### src/shared/efs_pkg.sv
// Shared constants, layouts and carrier types of the frame FIFO status block
package efs_pkg;
	// Pointer width of the receive and transmit FIFO address spaces
	localparam int PTR_W = 11;

	// Register byte offsets on the AHB-Lite slave
	localparam logic [7:0] OFS_CTRL  = 8'h00;
	localparam logic [7:0] OFS_RXCFG = 8'h04;
	localparam logic [7:0] OFS_STAT  = 8'h08;
	localparam logic [7:0] OFS_RXSW  = 8'h0C;
	localparam logic [7:0] OFS_PTR   = 8'h10;

	// Control, configuration and status field positions
	localparam int CTRL_RECEIVE_ENABLE_BIT    = 0;
	localparam int CTRL_PASSBAD = 16;
	localparam int RXCFG_FLUSH  = 0;
	localparam int STAT_HALT    = 0;
	localparam int STAT_TXE     = 1;

	// Receive status word field positions
	localparam int SB_FAIL  = 30;
	localparam int SB_LEN   = 16;
	localparam int SB_ES    = 15;
	localparam int SB_BCAST = 13;
	localparam int SB_LE    = 12;
	localparam int SB_RUNT  = 11;
	localparam int SB_MCAST = 10;
	localparam int SB_LONG  = 7;
	localparam int SB_LATE  = 6;
	localparam int SB_TYPE  = 5;
	localparam int SB_WDOG  = 4;
	localparam int SB_MII   = 3;
	localparam int SB_DRIB  = 2;
	localparam int SB_CRC   = 1;

	// Frame size limits in bytes, and dribble bit counts
	localparam logic [13:0] RUNT_BYTES = 14'h0040;
	localparam logic [13:0] MAX_BYTES  = 14'h05EE;
	localparam logic [13:0] HDR_BYTES  = 14'h000E;
	localparam logic [15:0] LT_MAX     = 16'h05DC;
	localparam logic [15:0] LEN_OVH    = 16'h0012;
	localparam logic [13:0] WDOG_BYTES = 14'h0800;
	localparam logic [2:0]  DRIB_MII   = 3'h4;
	localparam logic [2:0]  DRIB_10M   = 3'h3;

	// Transmit command field positions
	localparam int A_SIZE  = 0;
	localparam int A_LAST  = 12;
	localparam int A_FIRST = 13;
	localparam int A_OFS   = 16;
	localparam int B_LEN   = 0;
	localparam int B_CK    = 14;

	// Values after reset
	localparam logic [PTR_W-1:0] PTR_RST = 11'h000;

	// End-of-frame report from the MAC transaction port
	typedef struct packed {
		logic        bcast;
		logic        mcast;
		logic        filt_fail;
		logic        crc_bad;
		logic        late_col;
		logic [2:0]  drib;
		logic [15:0] len_type;
	} efs_rx_end_t;

	// Bulk-out word stream from the USB receive unit
	typedef struct packed {
		logic        valid;
		logic        last;
		logic        pkt_err;
		logic [31:0] data;
	} efs_tx_wr_t;

	// Transmit command parse phase
	typedef enum logic [1:0] {tx_cmd_a, tx_cmd_b, tx_data} efs_tx_ph_t;

	// Whole state of the block
	typedef struct packed {
		logic             rx_en;
		logic             pass_bad;
		logic             flush;
		logic             halted;
		logic             halt_evt;
		logic             in_frame;
		logic [13:0]      rx_len;
		logic             er_seen;
		logic [PTR_W-1:0] rx_wr;
		logic [PTR_W-1:0] rx_hd;
		logic [PTR_W-1:0] rx_rd;
		logic [31:0]      rx_stat;
		logic             stat_vld;
		efs_tx_ph_t       tx_ph;
		logic [PTR_W-1:0] tx_cur;
		logic [PTR_W-1:0] tx_head;
		logic [31:0]      tx_a;
		logic [31:0]      tx_ref;
		logic [15:0]      tx_sum;
		logic [10:0]      tx_words;
		logic             tx_err;
		logic             a_wr;
		logic [7:0]       a_addr;
		logic [31:0]      hrdata;
	} efs_state_t;
endpackage

### src/verilog/efs_top.sv
// Frame FIFO status builder, flush and stop control, and bulk-out command checker
//
// Our own choices: the AHB-Lite interface to the registers and the placing of the registers.
`timescale 1ns/1ps

// How it works
// RL1 - Status bit 13 marks a broadcast destination.
// RL2 - Status bit 12 marks a frame length that disagrees with length/type.
// RL3 - Bit 11 marks runts; runts forwarded only when pass-bad-frames is set.
// RL4 - Status bit 10 marks a multicast destination.
// RL5 - Bit 7 marks frames over 1518 bytes; reception goes on untruncated.
// RL6 - Status bit 6 marks a late collision.
// RL7 - Bit 5 marks length/type over 1500, never for frames under 14 bytes.
// RL8 - Bit 4 marks watchdog expiry for overlong frames.
// RL9 - Bit 3 marks any receive error strobe during the frame.
// RL10 - Bit 2 marks dribbling bits: 4 in MII mode, 3 or more at 10 Mbps.
// RL11 - Dribbling bit is suppressed whenever late collision is set.
// RL12 - Bit 1 marks CRC mismatch or a receive error strobe.
// RL13 - CRC bit is meaningless, forced low, for runt, late collision, watchdog.
// RL14 - Flush returns receive read and write pointers to reset values.
// RL15 - Host stops the receiver and waits for the halt before flushing.
// RL16 - Hardware clears the flush bit when the flush is done.
// RL17 - After receive enable clears, one halted pulse once receiver stops.
// RL18 - Host restarts reception by setting receive enable again.
// RL19 - Transmit write keeps current and head pointers, rewinds errored packets.
// RL20 - Host precedes each buffer with command word A then word B.
// RL21 - Error flag rises if word B differs within a packet, ignoring checksum bit.
// RL22 - Cumulative buffer sizes must equal the frame length field, else error.
// RL23 - Bit 15 is the OR of runt, too-long, late-collision and CRC bits.
// RL24 - Bits 29:16 carry byte count; bit 30 marks filtering failure.
// RL25 - Reserved status bits 9:8 and 0 are written as zero.
module efs_top #(
	parameter logic [13:0] WDOG_LIMIT = efs_pkg::WDOG_BYTES
) (
	// Clock and reset
	input  wire logic                    hclk,
	input  wire logic                    hresetn,
	// AHB-Lite slave
	input  wire logic                    hsel,
	input  wire logic [31:0]             haddr,
	input  wire logic [1:0]              htrans,
	input  wire logic                    hwrite,
	input  wire logic [2:0]              hsize,
	input  wire logic [31:0]             hwdata,
	input  wire logic                    hready,
	output logic                         hreadyout,
	output logic                         hresp,
	output logic [31:0]                  hrdata,
	// MAC receive side
	input  wire logic                    rx_sof,
	input  wire logic                    rx_byte,
	input  wire logic                    rx_er,
	input  wire logic                    rx_eof,
	input  wire efs_pkg::efs_rx_end_t    rx_end,
	input  wire logic                    mii_mode,
	input  wire logic                    speed_10m,
	// Receive FIFO read side
	input  wire logic                    rx_rd_adv,
	output logic [31:0]                  rx_status,
	output logic                         rx_status_valid,
	output logic [efs_pkg::PTR_W-1:0]    rx_wr_ptr,
	output logic [efs_pkg::PTR_W-1:0]    rx_head_ptr,
	output logic [efs_pkg::PTR_W-1:0]    rx_rd_ptr,
	output logic                         receive_enable_bit,
	output logic                         receiver_halted_event,
	// USB bulk-out write side
	input  wire efs_pkg::efs_tx_wr_t     tx_wr,
	output logic [efs_pkg::PTR_W-1:0]    tx_cur_ptr,
	output logic [efs_pkg::PTR_W-1:0]    transmit_write_head_pointer,
	output logic                         transmit_error_flag
);

	////////////////////////////////////////////////////////////////////////////
	// Helpers

	// Data words in a buffer: start offset plus size, rounded up to words
	function automatic logic [10:0] efs_words(input logic [1:0] ofs, input logic [10:0] sz);
		logic [12:0] t;
		t = 13'(ofs) + 13'(sz) + 13'h0003;
		return t[12:2];
	endfunction

	efs_pkg::efs_state_t s;
	efs_pkg::efs_state_t next_s;
	logic [31:0]         st;
	logic                runt;
	logic                long_f;
	logic                wdog;
	logic                late;
	logic                crc;
	logic                keep;
	logic                lenenc;
	logic                b_bad;
	logic                len_bad;
	logic [31:0]         b_mask;
	logic [15:0]         sum_new;
	logic [10:0]         nwords;
	logic [15:0]         len16;

	////////////////////////////////////////////////////////////////////////////
	// Outputs

	// Zero-wait slave, always OKAY
	assign hreadyout = 1'b1;
	assign hresp = 1'b0;
	assign hrdata = s.hrdata;
	assign rx_status = s.rx_stat;
	assign rx_status_valid = s.stat_vld;
	assign rx_wr_ptr = s.rx_wr;
	assign rx_head_ptr = s.rx_hd;
	assign rx_rd_ptr = s.rx_rd;
	assign receive_enable_bit = s.rx_en;
	assign receiver_halted_event = s.halt_evt;
	assign tx_cur_ptr = s.tx_cur;
	assign transmit_write_head_pointer = s.tx_head;
	assign transmit_error_flag = s.tx_err;

	////////////////////////////////////////////////////////////////////////////
	// Receive status word, built from the byte count and the end report

	always_comb begin
		len16 = {2'h0, s.rx_len};
		runt = s.rx_len < efs_pkg::RUNT_BYTES;
		long_f = s.rx_len > efs_pkg::MAX_BYTES;
		wdog = s.rx_len > WDOG_LIMIT;
		late = rx_end.late_col;
		lenenc = rx_end.len_type <= efs_pkg::LT_MAX;
		crc = (rx_end.crc_bad | s.er_seen | rx_er) & ~(runt | late | wdog); // RL12 RL13
		keep = ~runt | s.pass_bad; // RL3
		st = 32'h0000_0000; // RL25
		st[efs_pkg::SB_FAIL] = rx_end.filt_fail; // RL24
		st[efs_pkg::SB_LEN +: 14] = s.rx_len; // RL24
		st[efs_pkg::SB_BCAST] = rx_end.bcast; // RL1
		st[efs_pkg::SB_LE] = lenenc && s.rx_len >= efs_pkg::HDR_BYTES
			&& rx_end.len_type + efs_pkg::LEN_OVH != len16; // RL2
		st[efs_pkg::SB_RUNT] = runt; // RL3
		st[efs_pkg::SB_MCAST] = rx_end.mcast; // RL4
		st[efs_pkg::SB_LONG] = long_f; // RL5
		st[efs_pkg::SB_LATE] = late; // RL6
		st[efs_pkg::SB_TYPE] = ~lenenc && s.rx_len >= efs_pkg::HDR_BYTES; // RL7
		st[efs_pkg::SB_WDOG] = wdog; // RL8
		st[efs_pkg::SB_MII] = s.er_seen | rx_er; // RL9
		st[efs_pkg::SB_DRIB] = ~late && (mii_mode ? rx_end.drib == efs_pkg::DRIB_MII
			: speed_10m && rx_end.drib >= efs_pkg::DRIB_10M); // RL10 RL11
		st[efs_pkg::SB_CRC] = crc; // RL12
		st[efs_pkg::SB_ES] = runt | long_f | late | crc; // RL23
	end

	////////////////////////////////////////////////////////////////////////////
	// Transmit command checks on the incoming word

	always_comb begin
		b_mask = ~(32'h0000_0001 << efs_pkg::B_CK);
		sum_new = (s.tx_a[efs_pkg::A_FIRST] ? 16'h0000 : s.tx_sum)
			+ 16'(s.tx_a[efs_pkg::A_SIZE +: 11]);
		nwords = efs_words(s.tx_a[efs_pkg::A_OFS +: 2], s.tx_a[efs_pkg::A_SIZE +: 11]);
		b_bad = ~s.tx_a[efs_pkg::A_FIRST] && (tx_wr.data & b_mask) != s.tx_ref; // RL21
		len_bad = s.tx_a[efs_pkg::A_LAST]
			&& sum_new != 16'(tx_wr.data[efs_pkg::B_LEN +: 11]); // RL22
	end

	////////////////////////////////////////////////////////////////////////////
	// Next state

	always_comb begin
		next_s = s;
		next_s.halt_evt = 1'b0;
		next_s.stat_vld = 1'b0;
		// Register writes in the data phase; error flag cleared by writing one
		if (s.a_wr) begin
			unique case (s.a_addr)
				efs_pkg::OFS_CTRL: begin
					next_s.rx_en = hwdata[efs_pkg::CTRL_RECEIVE_ENABLE_BIT]; // RL18
					next_s.pass_bad = hwdata[efs_pkg::CTRL_PASSBAD];
				end
				efs_pkg::OFS_RXCFG: next_s.flush = hwdata[efs_pkg::RXCFG_FLUSH];
				efs_pkg::OFS_STAT: begin
					if (hwdata[efs_pkg::STAT_TXE]) begin
						next_s.tx_err = 1'b0;
					end
				end
				default: begin
				end
			endcase
		end
		// Address phase capture and read data
		next_s.a_wr = 1'b0;
		if (hsel && hready && htrans[1]) begin
			next_s.a_wr = hwrite;
			next_s.a_addr = {haddr[7:2], 2'h0};
			if (!hwrite) begin
				unique case ({haddr[7:2], 2'h0})
					efs_pkg::OFS_CTRL: next_s.hrdata = {15'h0000, s.pass_bad, 15'h0000, s.rx_en};
					efs_pkg::OFS_RXCFG: next_s.hrdata = {31'h0000_0000, s.flush};
					efs_pkg::OFS_STAT: next_s.hrdata = {30'h0000_0000, s.tx_err, s.halted};
					efs_pkg::OFS_RXSW: next_s.hrdata = s.rx_stat;
					efs_pkg::OFS_PTR: next_s.hrdata = {16'(s.rx_rd), 16'(s.rx_wr)};
					default: next_s.hrdata = 32'h0000_0000;
				endcase
			end
		end
		// Receiver stop: halt once no frame is in flight
		if (s.rx_en) begin
			next_s.halted = 1'b0;
		end else if (!s.halted && !s.in_frame) begin
			next_s.halted = 1'b1; // RL17
			next_s.halt_evt = 1'b1; // RL17
		end
		// Frame start reserves the status slot at the head
		if (rx_sof && s.rx_en && !s.in_frame && !s.flush) begin
			next_s.in_frame = 1'b1;
			next_s.rx_len = 14'h0000;
			next_s.er_seen = 1'b0;
			next_s.rx_hd = s.rx_wr;
			next_s.rx_wr = s.rx_wr + 11'h001;
		end
		// Frame body and end; the byte count runs on past 1518 bytes and saturates at 3FFF
		if (s.in_frame) begin
			if (rx_er) begin
				next_s.er_seen = 1'b1; // RL9
			end
			if (rx_byte && s.rx_len != 14'h3FFF) begin
				next_s.rx_len = s.rx_len + 14'h0001; // RL5
				if (s.rx_len[1:0] == 2'h3) begin
					next_s.rx_wr = s.rx_wr + 11'h001;
				end
			end
			if (rx_eof) begin
				next_s.in_frame = 1'b0;
				if (keep) begin
					next_s.rx_stat = st;
					next_s.stat_vld = 1'b1;
					if (s.rx_len[1:0] != 2'h0) begin
						next_s.rx_wr = s.rx_wr + 11'h001;
					end
				end else begin
					next_s.rx_wr = s.rx_hd; // RL3
				end
			end
		end
		// Read side advances only over committed words
		if (rx_rd_adv && s.rx_rd != s.rx_hd) begin
			next_s.rx_rd = s.rx_rd + 11'h001;
		end
		// Flush relies on a stopped receiver and finishes in one cycle
		if (s.flush) begin // RL15
			next_s.rx_wr = efs_pkg::PTR_RST; // RL14
			next_s.rx_hd = efs_pkg::PTR_RST; // RL14
			next_s.rx_rd = efs_pkg::PTR_RST; // RL14
			next_s.in_frame = 1'b0;
			next_s.flush = 1'b0; // RL16
		end
		// Bulk-out words are stored unchanged; the parser only watches them
		if (tx_wr.pkt_err) begin
			next_s.tx_cur = s.tx_head; // RL19
			next_s.tx_ph = efs_pkg::tx_cmd_a;
		end else if (tx_wr.valid) begin
			next_s.tx_cur = s.tx_cur + 11'h001; // RL19
			if (tx_wr.last) begin
				next_s.tx_head = s.tx_cur + 11'h001; // RL19
			end
			unique case (s.tx_ph)
				efs_pkg::tx_cmd_a: begin
					next_s.tx_a = tx_wr.data; // RL20
					next_s.tx_ph = efs_pkg::tx_cmd_b;
				end
				efs_pkg::tx_cmd_b: begin
					next_s.tx_sum = sum_new;
					next_s.tx_words = nwords;
					if (s.tx_a[efs_pkg::A_FIRST]) begin
						next_s.tx_ref = tx_wr.data & b_mask;
					end
					if (b_bad || len_bad) begin
						next_s.tx_err = 1'b1; // RL21 RL22
					end
					next_s.tx_ph = nwords == 11'h000 ? efs_pkg::tx_cmd_a : efs_pkg::tx_data;
				end
				efs_pkg::tx_data: begin
					next_s.tx_words = s.tx_words - 11'h001;
					if (s.tx_words == 11'h001) begin
						next_s.tx_ph = efs_pkg::tx_cmd_a;
					end
				end
				default: next_s.tx_ph = efs_pkg::tx_cmd_a;
			endcase
		end
	end

	////////////////////////////////////////////////////////////////////////////
	// State register

	always_ff @(posedge hclk or negedge hresetn) begin
		if (!hresetn) begin
			s <= '0;
			s.halted <= 1'b1;
			s.tx_ph <= efs_pkg::tx_cmd_a;
		end else begin
			s <= next_s;
		end
	end
endmodule

### config.mk
export PLATFORM = sky130hd
export DESIGN_NAME = efs_top
export DESIGN_NICKNAME = d
export VERILOG_FILES = /design/src/shared/efs_pkg.sv /design/src/verilog/efs_top.sv
export SDC_FILE = /design/constraint.sdc
export NUM_CORES = 1
export LEC_CHECK = 0
export ABC_AREA = 1
export BUFFER_PORTS_ARGS = -buffer_cell sky130_fd_sc_hd__buf_4
export CORE_UTILIZATION = 40
export CTS_CLUSTER_SIZE = 30
export DETAILED_ROUTE_END_ITERATION = 12
export HOLD_SLACK_MARGIN = 0.05
export SLEW_MARGIN = 20
export SYNTH_ARGS = -nofsm -noshare
export SYNTH_HDL_FRONTEND = slang
export SYNTH_SLANG_ARGS = --single-unit
export TNS_END_PERCENT = 5
### constraint.sdc
create_clock -name hclk -period 6.05 [get_ports hclk]
set_input_delay 1.21 -clock hclk [delete_from_list [all_inputs] [get_ports hclk]]
set_output_delay 1.21 -clock hclk [all_outputs]
set_load 0.01 [all_outputs]
Word level (Yosys, flattened, before mapping)
Cells that the tools add are included.
{ "word_totals": {"register_bits": 236, "out_inout_bits": 125, "word_cells": 157} }
{ "op_classes": {"addsub": 9, "magnitude_cmp": 6, "n_eq_ne": 17, "n_mux": 43, "n_bitwise": 17, "reduce_logical": 41} }
{ "ops": {"columns": ["cell", "n"], "rows": [
  ["$pmux 31 s5", 1],
  ["$mux 116", 1],
  ["$mux 32", 3],
  ["$mux 11", 7],
  ["$mux 48", 1],
  ["$mux 41", 1],
  ["$mux 38", 1],
  ["$add 11x1->11 const B", 3],
  ["$mux 33", 1],
  ["$ne 31x31->1", 1],
  ["$mux 27", 1],
  ["$pmux 11 s2", 1],
  ["$eq 6x2->1 const B", 3],
  ["$mux 1", 18],
  ["$add 16x11->16", 1],
  ["$add 16x5->16 const B", 1],
  ["$le 16x11->1 const B", 1],
  ["$mux 16", 1],
  ["$ne 16x11->1", 1],
  ["$ne 16x14->1", 1],
  ["$reduce_bool 2->1", 8],
  ["$logic_and 1x1->1", 15],
  ["$reduce_and 3->1", 5],
  ["$add 14x1->14 const B", 1],
  ["32 further kinds", 55]
]} }

Logic depth before layout (Yosys ltp)
Gate-level depths: netlist (run 1).
{ "depth": {"depth_word": 11, "ltp_mapped": 22, "mapped_depth_nobuf": 20} }

Worst setup path after synthesis (run 1)
Ideal clock, no wire load.
{ "synth_timing": {"path_type": "register to register", "start": "register s[114] (netlist bit)", "end": "register s, in the netlist transmit_error_flag", "setup_ns": 0.120, "t_arrival_ns": 2.438, "setup_slack_ns": 3.492, "stages_incl_launch_ff": 20, "synth_period_minus_slack_ns": 2.558, "path_cell_list": "dfrtp_1 -> buf_2 -> buf_1 -> nor2_1 -> ha_1 -> fa_1 -> nand3_1 -> nand2_1 -> nand2_1 -> nand2_1 -> nand2_1 -> o211ai_1 -> nand2_1 -> nand2_1 -> nor2_1 -> nand3_1 -> nand2_1 -> nand2_1 -> nand2_1 -> nand2_1"} }
{ "synth_lines": {"columns": ["element", "line_no", "source"], "rows": [
  ["start: declaration", "efs_top.sv:83", "efs_pkg::efs_state_t s;"],
  ["start signal: assignment", "efs_top.sv:298", "s <= next_s;"]
]} }

==> flow_metrics.env, run 1 <==
export IMPL_antenna_found_initial=0
export IMPL_start_util_pct=41.0
export IMPL_rows=66
export IMPL_syn_avg_cell_area_um2=7.73
export IMPL_fin_worst_skew_ns=0.0162
export IMPL_cp_slowest_cell="nor2_2"
export IMPL_holdWs_ns=0.486
export IMPL_hold_buffers=0
export IMPL_crit_type="reg2reg"
export IMPL_root_buffer="clkbuf_16"
export IMPL_final_fill_count=3250
export IMPL_ant_nets=0
export IMPL_sw_frac_of_total_pct=40.0
export IMPL_final_cell_mix="410 x nand2_1, 216 x dfrtp_1, 198 x buf_4"
export IMPL_final_area_um2=15300
export IMPL_ys_types=54
export IMPL_tns_ns=0
export IMPL_hold_class="reg2reg"
export IMPL_rsz0062_at_grt="false"
export IMPL_num_io_pins=265
export IMPL_tritoncts="yes"
export IMPL_netlist_top_cells_area="dfrtp_1 40%, nand2_1 11%, buf_4 6.8%"
export IMPL_relSlewSlack_pct=29.9
export IMPL_power_density_nw_per_um2=423
export IMPL_cts_sinks=217
export IMPL_maxCapViolCount=0
export IMPL_p_seq_share_pct=35.7
export IMPL_gr_total_overflow=0
export IMPL_fp_dieH_um=185
export IMPL_crit_top_cell="nand2_1"
export IMPL_total_power_mw=6.48
export IMPL_via_per_inst=5.08
export IMPL_p_switching_mw=2.59
export IMPL_grt_usage_pct=21.1
export IMPL_post_route_min_period_ns=3.66
export IMPL_dieArea_um2=34300
export IMPL_diodes=0
export IMPL_hold_viol=0
export IMPL_synthToLayoutAreaGrowth_pct=14.0
export IMPL_synth_top_cell_area_share_pct=40.2
export IMPL_place_congestion=0.950
export IMPL_finalMaxSlewViolations=0
export IMPL_intPower_mw=3.88
export IMPL_wire_per_inst_um=15.9
export IMPL_crit_arrival_ns=4.14
export IMPL_die_width_um=185
export IMPL_clk_pin_slew_ns=0.06
export IMPL_cts_resized=0
export IMPL_cp_max_fo=25
export IMPL_grt_pass1_wl_mm=57.6
export IMPL_cts_htree_levels=1
export IMPL_p_comb_share_pct=38.5
export IMPL_finalSetupViolations=0
export IMPL_synth_seq_cells=217
export IMPL_cts_made_buffers=25
export IMPL_yosys_warnings=0
export IMPL_start_kind="flop"
export IMPL_grt_pass1_vias=10800
export IMPL_cts_buffer_depth=3
export IMPL_synth_area_leader_cell="dfrtp_1"
export IMPL_synth_area_um2=13400
export IMPL_grt_max_degree=153
export IMPL_vias=11500
export IMPL_place_area_um2=14400
export IMPL_async_reset_ff_share_pct=100
export IMPL_core_um2=32800
export IMPL_cts_setup_buffers=0
export IMPL_mostFrequentLayoutCell="nand2_1"
export IMPL_ir_worst_vdd_v=0.000250
export IMPL_drc=0
export IMPL_insertion_delay_ns=0.55
export IMPL_dp_hpwl_mm=26.2
export IMPL_post_route_period_util_pct=60.5
export IMPL_numPortBuffers=195
export IMPL_synth_edf_count=0
export IMPL_tightest_slew_ns=1.05
export IMPL_drt_total_wl_mm=36.1
export IMPL_cp_required_ns=6.53
export IMPL_utilization_pct=46.7
export IMPL_dr_first_iter_drc_count=913
export IMPL_crit_path_max_incr_delay_ns=0.86
export IMPL_drive_above_1_share_pct=16.9
export IMPL_synth_seq_area_share_pct=40.4
export IMPL_crit_chain="inv_2 -> nand3_2 -> nor2_2 -> inv_2 -> o21ai_0 -> nand2_1 -> o21ai_0 -> nand2_1 -> o211ai_1 -> nand2_1 -> a21oi_1"
export IMPL_drt_pass1_iter_count=7
export IMPL_fin_nets=1970
export IMPL_power_leakage_nw=7.66
export IMPL_critical_path_endpoint_type="flop"
export IMPL_syn_inst=1739
export IMPL_p_clk_share_pct=25.8
export IMPL_outcome="finished, final reports clean"
export IMPL_max_freq_mhz=273
export IMPL_ys_flop_type="dfrtp_1"
==> per-stage QoR <==
step / worst slack [ns] / std cells
3_3_place_gp: 2.31 / 2218
2_1_floorplan: 3.49 / 1746
5_1_grt: 2.03 / 2263
6_report: 2.39 / 2263
3_5_place_dp: 2.28 / 2218
4_1_cts: 2.47 / 2263
==> per-layer routing <==
layer | up-vias | GRT usage [%] | part of all wire [%]
met2 | 319 | 32.6 | 44
met3 | 48 | 3.52 | 6.2
met4 | 0 | 5.36 | 2.2
met5 | - | 0 | 0
met1 | 5427 | 30.4 | 48
li1 | 5693 | - | -
==> worst max-delay path, delay by kind of cell (launching register included) <==
| family | cells | cell delay [ns] |
|---|---|---|
| flip-flops | 1 | 0.74 |
| AO/OA/AOI/OAI | 4 | 0.65 |
| AND/OR/NAND/NOR | 5 | 1.34 |
| buffers and inverters | 2 | 0.84 |
==> synth_stat cells (20+ instances only) <==
cell / instances
a21oi_1: 42
buf_4: 122
clkbuf_1: 35
dfrtp_1: 216
ha_1: 25
inv_1: 186
nand2_1: 410
nand3_1: 121
nand4_1: 20
nor2_1: 103
nor3_1: 31
o211ai_1: 20
o21ai_0: 167
xor2_1: 65
==> final timing paths <==
| check | startpoint | to | slack, ns | depth (start not counted) |
|---|---|---|---|---|
| worst max-delay path | s[238] | rx_wr_ptr[3] | 2.39 | 11 |
| worst min-delay path | s[56] | s[56] | 0.49 | 2 |
| worst max register to register | s[238] | rx_wr_ptr[3] | 2.39 | 11 |
| worst min register to register | s[56] | s[56] | 0.49 | 2 |
| max in group asynchronous | hresetn | hrdata[23] | 4.22 | 2 |
| min in group asynchronous | hresetn | s[102] | 0.61 | 1 |
==> area by class of cell <==
cell class | count | area, µm² | area share (%)
inverters | 197 | 742 | 4.84
clock inverters | 14 | 213 | 1.39
clock buffers | 31 | 688 | 4.49
repair buffers | 200 | 1520 | 9.93
flip-flops and latches | 217 | 5430 | 35.4
well taps | 442 | 553 | 3.61
multi-input cells | 1162 | 6170 | 40.3
==> power by group through the flow <==
stage | Combinational [mW] | Sequential (mW) | Clock (mW)
after floorplan | 2.01 | 2.16 | 0
after global placement | 2.43 | 2.32 | 0
after detailed placement | 2.48 | 2.33 | 0
after CTS | 2.50 | 2.31 | 1.70
after global routing | 2.83 | 2.37 | 1.76
final | 2.49 | 2.31 | 1.67
==> flip-flops by register name (all words and copies together) (netlist names) <==
register                     flops
rx_head_ptr                     11
rx_status_valid                  1
receive_enable_bit               1
rx_status                       27
transmit_error_flag              1
rx_wr_ptr                       11
transmit_write_head_pointer     11
rx_rd_ptr                       11
receiver_halted_event            1
hrdata                          30
tx_cur_ptr                      11
len16                           14
s                               87
==> cell families (layout without fill, tap and decap cells) <==
family | count (synthesis) | after routing | share of synthesized area, %
and+or+nand+nor | 731 | 731 | 23.5
buffers and inverters | 367 | 442 | 13.9
AOI/OAI and AO/OA | 293 | 293 | 12.4
DFF | 217 | 217 | 40.4
xor gates and xnor gates | 81 | 81 | 5.28
adders and majority gates | 27 | 27 | 2.62
muxes | 21 | 21 | 1.76
other | 2 | 9 | 0.0559
Note: power is estimated with default switching activity, not from simulation.
==> run 2, diff against run 1 <==
Clock period 6.05 ns to 3.75 ns, I/O delays scaled along.
==> run 2 against run 1 <==
First-iteration DRC count is 6.9% lower. Register-to-register slack worse by 1.4 ns. Utilization is 0.17 points higher. Critical endpoint is now transmit_error_flag. Largest cell class unchanged.
==> flow_metrics.env, run 2 (synthesis results as in run 1) <==
export IMPL_cts_resized=0
export IMPL_vias=11600
export IMPL_ant_nets=0
export IMPL_grt_max_degree=123
export IMPL_fp_dieH_um=185
export IMPL_grt_pass1_vias=11100
export IMPL_total_power_mw=10.4
export IMPL_die_width_um=185
export IMPL_ir_worst_vdd_v=0.000388
export IMPL_drt_pass1_iter_count=5
export IMPL_via_per_inst=5.11
export IMPL_num_io_pins=265
export IMPL_antenna_found_initial=0
export IMPL_fin_worst_skew_ns=0.0124
export IMPL_critical_path_endpoint_type="flop"
export IMPL_start_kind="flop"
export IMPL_power_density_nw_per_um2=675
export IMPL_cts_sinks=217
export IMPL_max_freq_mhz=360
export IMPL_start_util_pct=41.0
export IMPL_hold_class="in2async"
export IMPL_root_buffer="clkbuf_16"
export IMPL_tns_ns=0
export IMPL_crit_type="reg2reg"
export IMPL_drive_above_1_share_pct=17.3
export IMPL_largest_reg_flops=87
export IMPL_cts_made_buffers=26
export IMPL_core_um2=32800
export IMPL_crit_top_cell="nand2_1"
export IMPL_drc=0
export IMPL_crit_path_max_incr_delay_ns=0.61
export IMPL_fin_nets=1979
export IMPL_cp_max_fo=11
export IMPL_outcome="finished, final reports clean"
export IMPL_hold_buffers=0
export IMPL_clk_pin_slew_ns=0.06
export IMPL_crit_arrival_ns=3.20
export IMPL_drt_total_wl_mm=36.4
export IMPL_diodes=0
export IMPL_mostFrequentLayoutCell="nand2_1"
export IMPL_cp_required_ns=4.17
export IMPL_power_leakage_nw=7.71
export IMPL_cts_buffer_depth=3
export IMPL_post_route_period_util_pct=74.1
export IMPL_rows=66
export IMPL_grt_pass1_wl_mm=58.6
export IMPL_cts_htree_levels=1
export IMPL_dr_first_iter_drc_count=850
export IMPL_tightest_slew_ns=1.04
export IMPL_finalSetupViolations=0
export IMPL_final_fill_count=3257
export IMPL_rsz0062_at_grt="false"
export IMPL_relSlewSlack_pct=30.6
export IMPL_dp_hpwl_mm=26.8
export IMPL_dieArea_um2=34300
export IMPL_r2r_start="s[114]"
export IMPL_maxCapViolCount=0
export IMPL_grt_usage_pct=21.4
export IMPL_numPortBuffers=195
export IMPL_cts_setup_buffers=0
export IMPL_synthToLayoutAreaGrowth_pct=14.4
export IMPL_gr_total_overflow=0
export IMPL_regMostFlops="s"
export IMPL_cp_top_family="simple AND/OR/NAND/NOR gates"
export IMPL_tritoncts="yes"
export IMPL_place_congestion=0.940
export IMPL_finalMaxSlewViolations=0
export IMPL_startpoint="s[114]"
export IMPL_utilization_pct=46.9
export IMPL_hold_viol=0
export IMPL_post_route_min_period_ns=2.78
export IMPL_wire_per_inst_um=16.0
export IMPL_crit_chain="nor2_1 -> ha_1 -> fa_1 -> xor2_1 -> xor2_1 -> nor2_1 -> nand3_1 -> nor3_1 -> nand3_1 -> nand2_1 -> nand2_1 -> nand2_1 -> nand2_1"
export IMPL_cp_slowest_cell="dfrtp_1"
export IMPL_cp_buffers_inverters=0
export IMPL_final_cell_mix="410 x nand2_1, 216 x dfrtp_1, 205 x buf_4"
export IMPL_insertion_delay_ns=0.53
-- run 2: cell type report --
| type | instances | area, µm² | share of cell area (%) |
|---|---|---|---|
| repair buffers | 208 | 1590 | 10.4 |
| clock buffers | 39 | 821 | 5.34 |
| clock inverters | 7 | 63.8 | 0.415 |
| multi-input cells | 1162 | 6170 | 40.1 |
| flip-flops and latches | 217 | 5430 | 35.3 |
| well taps | 442 | 553 | 3.60 |
| inverters | 197 | 742 | 4.82 |
-- run 2: power breakdown --
part | internal, mW | total (mW) | leakage, nW | switching [mW]
combinational | 1.63 | 4.09 | 4.45 | 2.46
clock | 1.57 | 2.59 | 0.445 | 1.02
sequential | 3.01 | 3.71 | 2.81 | 0.706
total | 6.20 | 10.4 | 7.71 | 4.18
-- run 2: final timing paths --
| kind | endpoint | slack (ns) | cells after the start |
|---|---|---|---|
| hold / removal | s[102] | 0.33 | 1 |
| min in group hclk | rx_status[10] | 0.42 | 3 |
| setup reg to reg | transmit_error_flag | 0.97 | 13 |
| max in group asynchronous | rx_status[12] | 2.58 | 2 |
| setup / recovery | transmit_error_flag | 0.97 | 13 |
| hold reg to reg | s[118] | 0.48 | 2 |
-- run 2: layer usage --
metal	wire [µm]	up-vias	GRT usage (%)
li1	-	5710	-
met1	17000	5470	30.5
met2	16000	366	33.3
met3	2460	55	3.66
met4	879	0	6.18
met5	0	-	0
-- run 2: per-stage QoR --
| stage | cells | instance area (µm²) | worst slack (ns) | hold slack [ns] |
|---|---|---|---|---|
| finish | 2272 | 15400 | 0.973 | 0.327 |
| global route | 2272 | 15400 | 0.678 | 0.414 |
| CTS | 2272 | 15400 | 0.934 | 0.373 |
| detailed placement | 2226 | 14500 | 0.949 | 0.471 |
| global placement | 2226 | 14500 | 0.945 | 0.467 |
| floorplan | 1746 | 13500 | 1.19 | 0.450 |
==> run 3, diff against run 2 <==
Settings changed: ABC_AREA 1 to 0.
Clock period 3.75 ns to 2.4 ns, I/O delays scaled along.
==> run 3 against run 2 <==
The flow now finishes with violations (setup timing). Largest power group unchanged. Setup slack got worse by 1.4 ns. Hold slack got worse by 0.16 ns. Via count decreased by 7.6%. Fmax fell by 2.5%. Global-route usage grew 0.26 points. Sequential power rose by 48%. Sequential cell count did not move. Die area down 2.4%. First-iteration DRC count down 20%. Power rose by 58%. Sequential share of layout area fell by 2.0 points.
==> flow_metrics.env, run 3 <==
export IMPL_outcome="finished with violations"
export IMPL_failed_checks="setup timing"
export IMPL_synth_top_cell_area_share_pct=41.2
export IMPL_yosys_area_share_adder_pct=2.69
export IMPL_tritoncts="yes"
export IMPL_clk_pin_slew_ns=0.06
export IMPL_syn_inst=1358
export IMPL_synth_seq_area_share_pct=41.4
export IMPL_final_area_um2=16300
export IMPL_grt_pass1_vias=10300
export IMPL_multi_input_area_um2=6550
export IMPL_synth_area_mux_share_pct=7.49
export IMPL_async_reset_ff_share_pct=100
export IMPL_finalMaxSlewViolations=0
export IMPL_final_fill_count=2997
export IMPL_numPortBuffers=195
export IMPL_reg2reg_setup_slack_ns=-0.45
export IMPL_rows=65
export IMPL_vias=10700
export IMPL_relSlewSlack_pct=51.3
export IMPL_fin_nets=1713
export IMPL_finalSetupViolations=8
export IMPL_cp_buffers_inverters=2
export IMPL_regArea_um2=5430
export IMPL_wl_met3_mm=2.37
export IMPL_final_cell_mix="337 x buf_4, 214 x dfrtp_1, 120 x nand2_1"
export IMPL_regMostFlops="s"
export IMPL_r2r_start="s[114]"
export IMPL_grt_pass1_wl_mm=57.9
export IMPL_diodes=0
export IMPL_max_freq_mhz=351
export IMPL_post_route_min_period_ns=2.85
export IMPL_ys_types=82
export IMPL_synthToLayoutAreaGrowth_pct=24.3
export IMPL_wl_met2_mm=16.2
export IMPL_antenna_found_initial=1
export IMPL_hold_class="in2reg"
export IMPL_start_util_pct=41.2
export IMPL_insertion_delay_ns=0.54
export IMPL_via_per_inst=5.36
export IMPL_place_congestion=0.886
export IMPL_mostFrequentLayoutCell="buf_4"
export IMPL_cp_slowest_cell="or4_4"
export IMPL_drive_above_1_share_pct=32.8
export IMPL_synth_compound_area_share_pct=13.9
export IMPL_pre_cts_slack_ns=-0.506
export IMPL_power_leakage_nw=7.62
export IMPL_cts_sinks=217
export IMPL_wl_met1_mm=17.1
export IMPL_dieArea_um2=33500
export IMPL_drc=0
export IMPL_place_area_um2=15100
export IMPL_tightest_slew_ns=0.728
export IMPL_dp_hpwl_mm=26.9
export IMPL_cts_buffer_depth=3
export IMPL_post_route_period_util_pct=119
export IMPL_whs_path_depth=2
export IMPL_rsz0062_at_grt="true"
export IMPL_yosys_top_cells_count="216 x dfrtp_1, 124 x buf_4, 120 x nand2_1"
export IMPL_r2r_end="transmit_error_flag"
export IMPL_cts_made_buffers=26
export IMPL_total_power_mw=16.4
export IMPL_crit_path_max_incr_delay_ns=0.48
export IMPL_startpoint="s[114]"
export IMPL_utilization_pct=51.1
export IMPL_crit_chain="buf_6 -> nor2b_1 -> ha_1 -> buf_4 -> a211oi_4 -> o21ai_2 -> a41o_1 -> and3_4 -> or4_4 -> a2111oi_4 -> a21oi_1"
export IMPL_gr_total_overflow=0
export IMPL_cp_required_ns=2.82
export IMPL_yosys_warnings=0
export IMPL_crit_arrival_ns=3.27
export IMPL_hold_path_end="rx_status[2]"
export IMPL_start_kind="flop"
export IMPL_die_width_um=183
export IMPL_fin_worst_skew_ns=0.00935
export IMPL_synth_top_family_by_area="simple AND/OR/NAND/NOR gates"
export IMPL_setup_ws_ns=-0.449
export IMPL_ys_flop_type="dfrtp_1"
export IMPL_synthSimpleGateAreaFrac_pct=14.0
export IMPL_synth_edf_count=0
export IMPL_synthXorXnorAreaFrac_pct=9.86
export IMPL_r2r_cells=11
export IMPL_wire_per_inst_um=18.2
export IMPL_ant_nets=0
export IMPL_largest_reg_flops=87
export IMPL_synth_area_leader_cell="dfrtp_1"
export IMPL_ir_worst_vdd_v=0.000637
export IMPL_synth_area_um2=13100
export IMPL_drt_total_wl_mm=36.5
export IMPL_fp_dieH_um=183
export IMPL_hold_viol=0
export IMPL_syn_avg_cell_area_um2=9.66
export IMPL_core_um2=31900
export IMPL_dr_first_iter_drc_count=679
export IMPL_cp_max_fo=10
export IMPL_critical_path_endpoint_type="flop"
export IMPL_drt_pass1_iter_count=5
export IMPL_crit_type="reg2reg"
export IMPL_min_delay_start="rx_end[19]"
export IMPL_netlist_top_cells_area="dfrtp_1 41%, buf_4 7.1%, mux2_2 6.4%"
export IMPL_power_density_nw_per_um2=1010
export IMPL_cp_top_family="compound AO/OA/AOI/OAI gates"
export IMPL_synth_seq_cells=217
export IMPL_num_io_pins=265
export IMPL_cts_htree_levels=1
export IMPL_dr_max_layer_used="met5"
export IMPL_grt_usage_pct=21.7
export IMPL_maxCapViolCount=0
export IMPL_grt_max_degree=68
export IMPL_root_buffer="clkbuf_16"
export IMPL_synth_most_common_cell="dfrtp_1"
-- run 3: area by class of cell --
type | count | share of cell area, %
Inverter | 46 | 1.06
Clock buffer | 40 | 4.69
Multi-Input combinational cell | 908 | 40.2
Clock inverter | 8 | 0.875
Tap cell | 435 | 3.34
Sequential cell | 217 | 33.3
Timing Repair Buffer | 347 | 16.5
-- run 3: cell families after synthesis --
family | after synthesis
XOR/XNOR | 143
AND/OR/NAND/NOR | 370
other | 2
buffers and inverters | 240
AO/OA/AOI/OAI | 270
adder cells (fa/ha/maj) | 27
flip-flops | 217
multiplexers | 89
-- run 3: metal layers --
metal / GRT usage [%] / up-vias
met2: 32.7 / 378
met3: 3.30 / 56
met4: 5.60 / 2
met1: 32.4 / 5237
li1: - / 5047
met5: 0 / -
-- run 3: through the flow --
stage | TNS [ns] | instances | hold slack (ns)
after floorplan | -0.473 | 1365 | 0.184
after global placement | -1.23 | 1947 | 0.454
final | -1.14 | 2001 | 0.166
after detailed placement | -1.51 | 1947 | 0.463
after global routing | -2.44 | 2001 | 0.163
after CTS | -0.631 | 1997 | 0.137
-- run 3: worst max-delay path by stage --
stage,end,slack [ns],cells past startpoint
final,transmit_error_flag,-0.45,11
after global routing,transmit_error_flag,-0.54,11
after CTS,transmit_error_flag,-0.39,10
after detailed placement,transmit_error_flag,-0.51,10
after global placement,transmit_error_flag,-0.48,10
after floorplan,transmit_error_flag,-0.46,11
-- run 3: repair_timing --
action / CTS / global route
hold endpoints to repair: 61 / 0
hold buffers: 1 / 0
setup endpoints to repair: 9 / 15
setup buffers: 1 / 4
pin swaps: 4 / 15
gates resized for setup: 16 / 33
-- run 3: where the power goes --
group / internal [mW] / leakage, nW / total, mW / switching, mW
Combinational: 3.45 / 4.37 / 6.69 / 3.23
Sequential: 4.60 / 2.81 / 5.50 / 0.900
Clock: 2.61 / 0.441 / 4.21 / 1.60
